$ cat config.mk
export PLATFORM = sky130hd
export DESIGN_NAME = jtag_chain_selector
export DESIGN_NICKNAME = d
export VERILOG_FILES = /design/src/jtag_sel_pkg.sv /design/src/chain_if.sv /design/src/sync2.sv /design/src/chain_route.sv /design/src/jtag_chain_selector.sv
export VERILOG_INCLUDE_DIRS = /design/src
export SDC_FILE = /design/constraint.sdc
export NUM_CORES = 1
export LEC_CHECK = 0
export ABC_AREA = 1
export BUFFER_PORTS_ARGS = -buffer_cell sky130_fd_sc_hd__buf_2
export CORE_ASPECT_RATIO = 1.25
export CORE_MARGIN = 2
export CORE_UTILIZATION = 35
export DETAILED_ROUTE_END_ITERATION = 10
export PLACE_DENSITY = 0.53
export SKIP_CTS_REPAIR_TIMING = 1
export SYNTH_ARGS = -nofsm -noshare
export SYNTH_HDL_FRONTEND = slang
export SYNTH_SLANG_ARGS = --single-unit
$ cat constraint.sdc
create_clock -name i_mclk -period 5.2 [get_ports i_mclk]
set_clock_uncertainty 0.15 [all_clocks]
set_input_delay 1.04 -clock i_mclk [delete_from_list [all_inputs] [get_ports i_mclk]]
set_output_delay 1.04 -clock i_mclk [all_outputs]
set_load 0.01 [all_outputs]
$ cat src/jtag_sel_cfg.svh
`ifndef JTAG_SEL_CFG_SVH
`define JTAG_SEL_CFG_SVH

// Register offsets on the plain register port (byte addresses).
`define JSEL_CFG_OFS 8'h00
`define JSEL_STAT_OFS 8'h04
`define JSEL_ACT_OFS 8'h08
`define JSEL_CNT_OFS 8'h0C

// Chain configuration register layout and reset value.
`define JSEL_CFG_SP_LSB 0
`define JSEL_CFG_RC_LSB 3
`define JSEL_CFG_RST 6'h00

// Status register layout.
`define JSEL_STAT_EFF_LSB 0
`define JSEL_STAT_SRC_LSB 6
`define JSEL_STAT_SW_LSB 8

// Edge counter register layout.
`define JSEL_CNT_SP_LSB 0
`define JSEL_CNT_RC_LSB 16

// Device counts and widths.
`define JSEL_NDEV 6
`define JSEL_GRP_DEVS 3
`define JSEL_COMMON_W 4

// Position of the test clock inside the common bus.
`define JSEL_TCK_BIT 0

`endif

$ cat src/jtag_sel_pkg.sv
package jtag_sel_pkg;

   // Membership mask of one device group, one bit per device.
   typedef logic [2:0] grp_mask_t;

   // Shared test clock, mode and reset lines of one group.
   typedef logic [3:0] common_t;

   // Where a group takes its membership from.
   typedef enum logic [1:0] {
      SRC_REG = 2'b01,
      SRC_SWITCH = 2'b10
   } src_t;

endpackage : jtag_sel_pkg

$ cat src/chain_if.sv
`timescale 1ns/1ns

// Signals between the selector core and one group's chain router.
interface chain_if;
   jtag_sel_pkg::grp_mask_t sel;
   logic probe_tdi;
   logic [2:0] dev_tdo;
   logic [2:0] dev_tdi;
   logic probe_tdo;

   modport route (
      input sel,
      input probe_tdi,
      input dev_tdo,
      output dev_tdi,
      output probe_tdo
   );

   modport ctl (
      output sel,
      output probe_tdi,
      output dev_tdo,
      input dev_tdi,
      input probe_tdo
   );
endinterface : chain_if

$ cat src/sync2.sv
`timescale 1ns/1ns

module sync2 #(
   parameter int W = 1
) (
   input wire logic i_mclk,
   input wire logic i_rst,
   input wire logic [W-1:0] i_d,
   output logic [W-1:0] o_q
);

   logic [W-1:0] meta_r;

   // Two flip-flops; the first is read only by the second.
   always_ff @(posedge i_mclk or posedge i_rst) begin
      if (i_rst) begin
         meta_r <= '0;
         o_q <= '0;
      end else begin
         meta_r <= i_d;
         o_q <= meta_r;
      end
   end

endmodule : sync2

$ cat src/chain_route.sv
`timescale 1ns/1ns

module chain_route (
   chain_if.route ch
);

   logic carry;

   // Walk the devices in fixed order; each selected device splices into the path.
   always_comb begin
      carry = ch.probe_tdi;
      for (int i = 0; i < 3; i++) begin
         ch.dev_tdi[i] = carry;
         if (ch.sel[i]) begin
            carry = ch.dev_tdo[i];
         end
      end
      ch.probe_tdo = carry;
   end

endmodule : chain_route

$ cat src/jtag_chain_selector.sv
// Functional notes
// - Six scan targets are managed and any subset of them, none to all, may be chained.
// - Each group connector offers test-data in, test-data out and a four-line common bus.
// - Each target gets a driven test-data line, a test-data return and a 4-bit common bus.
// - Each group has a 3-bit switch input with one bit per device of the group.
// - A signal-processor switch bit that is ON puts its device into that chain.
// - An unselected device leaves the chain and all of its JTAG drives go high-impedance.
// - With all signal-processor switch bits OFF, membership comes from the config register.
// - The reconfigurable group switch bits include a device when ON and exclude it when OFF.
// - With all reconfigurable switch bits OFF, membership comes from a host read/write register.
// - After reset the reconfigurable half of the config register selects no device.
// - After reset the signal-processor half of the config register selects no device.
// - Both groups' chain settings live together in one 6-bit register feeding the selector.
`timescale 1ns/1ns
`include "jtag_sel_cfg.svh"

module jtag_chain_selector (
   input wire logic i_mclk,
   input wire logic i_rst,
   input wire logic i_sp_probe_tdi,
   output logic o_sp_probe_tdo,
   input wire logic [3:0] i_sp_probe_common_bus,
   input wire logic i_rc_probe_tdi,
   output logic o_rc_probe_tdo,
   input wire logic [3:0] i_reconfig_probe_common_bus,
   output logic [5:0] o_dev_tdi,
   output logic [5:0] o_dev_tdi_oe,
   input wire logic [5:0] i_dev_tdo,
   output logic [23:0] o_dev_common,
   output logic [5:0] o_dev_common_oe,
   input wire logic [2:0] i_sp_switch_bits,
   input wire logic [2:0] i_reconfig_switch_bits,
   input wire logic [7:0] i_addr,
   input wire logic [31:0] i_wdata,
   input wire logic i_wr,
   input wire logic i_rd,
   output logic [31:0] o_rdata
);

   localparam int SYNC_W = 22;

   // Synchronised pin inputs.
   logic [SYNC_W-1:0] pins_raw;
   logic [SYNC_W-1:0] pins_s;
   logic sp_tdi_s;
   logic rc_tdi_s;
   jtag_sel_pkg::common_t sp_common_s;
   jtag_sel_pkg::common_t rc_common_s;
   logic [5:0] dev_tdo_s;
   jtag_sel_pkg::grp_mask_t sp_sw_s;
   jtag_sel_pkg::grp_mask_t rc_sw_s;

   // Configuration, selection and status state.
   logic [5:0] cfg_r;
   jtag_sel_pkg::grp_mask_t sp_sel;
   jtag_sel_pkg::grp_mask_t rc_sel;
   jtag_sel_pkg::src_t sp_src;
   jtag_sel_pkg::src_t rc_src;
   logic sp_tck_d_r;
   logic rc_tck_d_r;
   logic sp_tck_rise;
   logic rc_tck_rise;
   logic [1:0] act_r;
   logic [1:0] act_nxt;
   logic [15:0] sp_cnt_r;
   logic [15:0] rc_cnt_r;
   logic [31:0] rdata_nxt;
   logic hit_cfg;
   logic hit_stat;
   logic hit_act;
   logic hit_cnt;

   chain_if sp_ch ();
   chain_if rc_ch ();

   // Membership of a group: switches when any is ON, else the register half.
   function automatic jtag_sel_pkg::grp_mask_t pick_sel(
      input jtag_sel_pkg::grp_mask_t sw,
      input jtag_sel_pkg::grp_mask_t reg_bits
   );
      pick_sel = (|sw) ? sw : reg_bits;
   endfunction : pick_sel

   // Source indication of a group for the status register.
   function automatic jtag_sel_pkg::src_t pick_src(
      input jtag_sel_pkg::grp_mask_t sw
   );
      pick_src = (|sw) ? jtag_sel_pkg::SRC_SWITCH : jtag_sel_pkg::SRC_REG;
   endfunction : pick_src

   // Gather every pin that comes from outside the clock domain.
   assign pins_raw = {i_sp_probe_tdi, i_rc_probe_tdi, i_sp_probe_common_bus,
                      i_reconfig_probe_common_bus, i_dev_tdo, i_sp_switch_bits,
                      i_reconfig_switch_bits};

   // switch inputs pass the synchroniser with the rest of the pins.
   sync2 #(
      .W(SYNC_W)
   ) u_sync (
      .i_mclk(i_mclk),
      .i_rst(i_rst),
      .i_d(pins_raw),
      .o_q(pins_s)
   );

   // Split the synchronised vector back into its fields.
   assign sp_tdi_s = pins_s[21];
   assign rc_tdi_s = pins_s[20];
   assign sp_common_s = pins_s[19:16];
   assign rc_common_s = pins_s[15:12];
   assign dev_tdo_s = pins_s[11:6];
   assign sp_sw_s = pins_s[5:3];
   assign rc_sw_s = pins_s[2:0];

   // switch bits ON select signal processors.
   // all switches OFF hands control to the register.
   assign sp_sel = pick_sel(sp_sw_s, cfg_r[`JSEL_CFG_SP_LSB +: `JSEL_GRP_DEVS]);
   assign sp_src = pick_src(sp_sw_s);

   // reconfigurable switch bits include or exclude devices.
   // all switches OFF hands control to the host register.
   assign rc_sel = pick_sel(rc_sw_s, cfg_r[`JSEL_CFG_RC_LSB +: `JSEL_GRP_DEVS]);
   assign rc_src = pick_src(rc_sw_s);

   // Feed both chain routers.
   assign sp_ch.sel = sp_sel;
   assign sp_ch.probe_tdi = sp_tdi_s;
   assign sp_ch.dev_tdo = dev_tdo_s[2:0];
   assign rc_ch.sel = rc_sel;
   assign rc_ch.probe_tdi = rc_tdi_s;
   assign rc_ch.dev_tdo = dev_tdo_s[5:3];

   chain_route u_sp_route (
      .ch(sp_ch)
   );

   chain_route u_rc_route (
      .ch(rc_ch)
   );

   // Register decode on the plain port.
   assign hit_cfg = (i_addr == `JSEL_CFG_OFS);
   assign hit_stat = (i_addr == `JSEL_STAT_OFS);
   assign hit_act = (i_addr == `JSEL_ACT_OFS);
   assign hit_cnt = (i_addr == `JSEL_CNT_OFS);

   // Chain configuration register, written by the host.
   always_ff @(posedge i_mclk or posedge i_rst) begin
      if (i_rst) begin
         cfg_r <= `JSEL_CFG_RST;
      end else if (i_wr && hit_cfg) begin
         // one 6-bit store for both groups.
         cfg_r <= i_wdata[5:0];
      end
   end

   // Delayed test clocks for edge detection on the synchronised copies.
   always_ff @(posedge i_mclk or posedge i_rst) begin
      if (i_rst) begin
         sp_tck_d_r <= 1'b0;
         rc_tck_d_r <= 1'b0;
      end else begin
         sp_tck_d_r <= sp_common_s[`JSEL_TCK_BIT];
         rc_tck_d_r <= rc_common_s[`JSEL_TCK_BIT];
      end
   end

   assign sp_tck_rise = sp_common_s[`JSEL_TCK_BIT] & ~sp_tck_d_r;
   assign rc_tck_rise = rc_common_s[`JSEL_TCK_BIT] & ~rc_tck_d_r;

   // Sticky activity flags: a read clears them, a new edge in that cycle wins.
   always_comb begin
      act_nxt = act_r;
      if (i_rd && hit_act) begin
         act_nxt = 2'h0;
      end
      if (sp_tck_rise) begin
         act_nxt[0] = 1'b1;
      end
      if (rc_tck_rise) begin
         act_nxt[1] = 1'b1;
      end
   end

   always_ff @(posedge i_mclk or posedge i_rst) begin
      if (i_rst) begin
         act_r <= 2'h0;
      end else begin
         act_r <= act_nxt;
      end
   end

   // Test clock edge counters; any write to their offset restarts them.
   always_ff @(posedge i_mclk or posedge i_rst) begin
      if (i_rst) begin
         sp_cnt_r <= 16'h0000;
         rc_cnt_r <= 16'h0000;
      end else if (i_wr && hit_cnt) begin
         sp_cnt_r <= {15'h0000, sp_tck_rise};
         rc_cnt_r <= {15'h0000, rc_tck_rise};
      end else begin
         sp_cnt_r <= sp_cnt_r + {15'h0000, sp_tck_rise};
         rc_cnt_r <= rc_cnt_r + {15'h0000, rc_tck_rise};
      end
   end

   // Read multiplexer; unmapped offsets read as zero.
   always_comb begin
      rdata_nxt = 32'h0000_0000;
      if (hit_cfg) begin
         rdata_nxt[5:0] = cfg_r;
      end else if (hit_stat) begin
         rdata_nxt[`JSEL_STAT_EFF_LSB +: 6] = {rc_sel, sp_sel};
         rdata_nxt[`JSEL_STAT_SRC_LSB] = (sp_src == jtag_sel_pkg::SRC_SWITCH);
         rdata_nxt[`JSEL_STAT_SRC_LSB + 1] = (rc_src == jtag_sel_pkg::SRC_SWITCH);
         rdata_nxt[`JSEL_STAT_SW_LSB +: 6] = {rc_sw_s, sp_sw_s};
      end else if (hit_act) begin
         rdata_nxt[1:0] = act_r;
      end else if (hit_cnt) begin
         rdata_nxt[`JSEL_CNT_SP_LSB +: 16] = sp_cnt_r;
         rdata_nxt[`JSEL_CNT_RC_LSB +: 16] = rc_cnt_r;
      end
   end

   // Read data stand only in the cycle after the read strobe.
   always_ff @(posedge i_mclk or posedge i_rst) begin
      if (i_rst) begin
         o_rdata <= 32'h0000_0000;
      end else if (i_rd) begin
         o_rdata <= rdata_nxt;
      end else begin
         o_rdata <= 32'h0000_0000;
      end
   end

   // Connector test-data outputs, one register stage after the routers.
   always_ff @(posedge i_mclk or posedge i_rst) begin
      if (i_rst) begin
         o_sp_probe_tdo <= 1'b0;
         o_rc_probe_tdo <= 1'b0;
      end else begin
         o_sp_probe_tdo <= sp_ch.probe_tdo;
         o_rc_probe_tdo <= rc_ch.probe_tdo;
      end
   end

   // Device-facing drives; every path shares the same delay so TCK, TMS and TDI stay aligned.
   always_ff @(posedge i_mclk or posedge i_rst) begin
      if (i_rst) begin
         o_dev_tdi <= 6'h00;
         o_dev_common <= 24'h00_0000;
      end else begin
         // test data and common bus to each target.
         o_dev_tdi <= {rc_ch.dev_tdi, sp_ch.dev_tdi};
         o_dev_common <= {rc_common_s, rc_common_s, rc_common_s,
                          sp_common_s, sp_common_s, sp_common_s};
      end
   end

   // Output enables follow membership; excluded devices float.
   always_ff @(posedge i_mclk or posedge i_rst) begin
      if (i_rst) begin
         o_dev_tdi_oe <= 6'h00;
         o_dev_common_oe <= 6'h00;
      end else begin
         // any subset of the six targets.
         o_dev_tdi_oe <= {rc_sel, sp_sel};
         o_dev_common_oe <= {rc_sel, sp_sel};
      end
   end

endmodule : jtag_chain_selector

==> qor.csv <==
metric,value,unit
fp-row-count,51,
setup_violations,0,
ys_types,34,
clkLatencyLatePin,420,ps
syn_inst,559,
cts_max_level,4,
grt-ovfl-total,0,
r2r-start,o_dev_common[8],
power.total,2.84,mW
synth_fp_nets,629,
first_global_vias,3906,
fin_tns_setup,0,ps
drtIter0Drc,191,
peakVddDrop,0.000180,V
endpoint_kind,flip-flop,
numCtsBuffers,17,
cts_tree,yes,
max_freq,426,MHz
netlist_top_cells_area,"dfrtp_1 61%, nand2_1 7.5%, nor2_1 4.1%",
nets,732,
crit_path_start,i_addr[5],
io-pin-count,142,
synth_top_cell_by_area,dfrtp_1,
powerDensity,417,mW/mm^2
fp.dieW,118,microns
num_vias,3903,
yosys_warnings,0,
tightest_slew,965,ps
antenna_cells,0,
synth_top_family_by_area,simple AND/OR/NAND/NOR gates,
whs,194,ps
fillers,1549,
reg2reg_depth,8,
leakagePower,3.51,nW
cp.arrival,2450,ps
viasPerCell,4.41,
timing.final.ws_setup,2850,ps
grt_max_degree,111,
synth_xor_area_frac,0.00465,
syn_to_final_growth,20.6,%
core,0.0157,sq mm
synth_common_cells,"138 x dfrtp_1, 113 x nand2_1, 62 x nor2_1",
place_ws,2420,ps
clk_pin_slew_worst_paths,60,ps
synth-simple-area-share,0.234,
port_buffers,115,
dieArea,0.0172,sq mm
synthMuxAreaShare,0,
synth.avg_cell_area,10.1,sq um
max-cap-violations,0,
drt_pre_antenna_iters,4,
required,5300,ps
critPathMaxFanout,20,
hold_violations,0,
grt_util_all_layers,0.141,
ys_ff_latch,138,
layout-drive-gt1-share,0.309,
synth-async-reset-ratio,1.00,
grt_setup_unrepaired,no,
yosysSeqAreaShare,0.611,
clkSinkCount,138,
yosysMostFrequentCell,dfrtp_1,
antenna_found_initial,0,
seq_area,0.00345,sq mm
grt_pass1_wl,19.1,mm
multiInputGateArea,0.00165,sq mm
r2r_slack,3220,ps
postRouteAntennaNets,0,
drc,0,
setup.worst_path.end,rc_cnt_r[6],
gp_congestion,0.823,
synthesis.area,0.00565,sq mm
synth-compound-area-share,0.0452,
slew_violations,0,
hold_class,flip-flop to flip-flop,
run_status,completed,
post-dp-hpwl,7.97,mm
slew_headroom,0.357,
crit_type,primary input to flip-flop,
layout_min_cycle_time,2350,ps
start_util,0.360,
cts-root-buf,clkbuf_16,
fin_crit_sh,0.452,
placedCellCount,855,
die_h,146,microns
synth-edff-count,0,
cts_buffer_depth,2,
fin_cells,886,
finalWirelength,11.2,mm
synthAdderAreaFrac,0.00886,
synthFlopType,dfrtp_1,
crit_path_start_kind,primary input,
avgRoutedWirePerCell,12.7,microns
reg2reg_to,sp_cnt_r[14],
synth_top_area_frac,0.611,
report_power, final:
| part | switching [mW] | internal (mW) | total [mW] |
|---|---|---|---|
| Sequential | 0.108 | 1.19 | 1.30 |
| Clock | 0.457 | 0.755 | 1.21 |
| Combinational | 0.210 | 0.123 | 0.333 |
through the flow:
step           instance area, sq um   util
2_1_floorplan                  5650      -
3_3_place_gp                   6220  0.396
3_5_place_dp                   6220  0.396
4_1_cts                        6820  0.434
5_1_grt                        6820  0.434
6_report                       6820  0.434
metal layers:
metal / global-route usage / share of wire / vias to the layer above
li1: - / - / 1944
met1: 0.174 / 0.43 / 1847
met2: 0.230 / 0.51 / 98
met3: 0.0445 / 0.047 / 14
met4: 0.0590 / 0.017 / 0
met5: 0 / 0 / -
kinds of logic (layout without fill, tap and decap cells):
family / count (synthesis) / in the layout
adder cells (fa/ha/maj): 4 / 4
buffers and inverters: 98 / 213
XOR/XNOR: 3 / 3
AND/OR/NAND/NOR: 273 / 273
flip-flops: 138 / 138
AO/OA/AOI/OAI: 43 / 43
cells in the final DEF, fill, tap and decap left out, drive strengths merged:
master    synthesis  final
clkinv            1      6
inv              65     68
dfrtp           138    138
nand4             4      4
nor2             81     81
o21ai            15     15
clkbuf            0     18
nor3             20     20
xor2              2      2
nand2           128    128
clkinvlp          0      2
a21oi            26     26
a31oi             2      2
and2              2      2
xnor2             1      1
nand3            35     35
or2               1      1
ha                4      4
buf              32    116
nor3b             2      2
bufinv            0      3
registers in the layout (all words and copies together), names as in the netlist:
name,cells
rc_cnt_r,16
act_r,2
o_rc_probe_tdo,1
o_dev_common_oe,6
sp_cnt_r,16
o_dev_tdi,6
o_dev_common,8
cfg_r,6
u_sync.o_q,22
o_sp_probe_tdo,1
u_sync.meta_r,22
o_rdata,32
worst min-delay path by stage:
stage	startpoint	endpoint	depth (start not counted)
finish	u_sync.meta_r[4]	u_sync.o_q[4]	0
global route	u_sync.meta_r[18]	u_sync.o_q[18]	0
CTS	u_sync.meta_r[16]	u_sync.o_q[16]	0
detailed placement	u_sync.meta_r[15]	u_sync.o_q[15]	0
global placement	u_sync.meta_r[19]	u_sync.o_q[19]	0
floorplan	u_sync.o_q[18]	o_dev_common[10]	0
area by class of cell:
cell class                 instances  area share
sequential                       138       0.507
multi-input combinational        323       0.242
timing repair buffer             116      0.0855
clock buffer                      18      0.0630
inverter                          66      0.0391
tap                              212      0.0389
clock inverter                    13      0.0246
critical path: stages:
cell     delay, ps
buf_2          100
nor2_2         140
nand2_4        130
inv_6          120
nand2_4         60
nor2_2         680
nor2_1         160
Power figures use the tool's default switching activity.
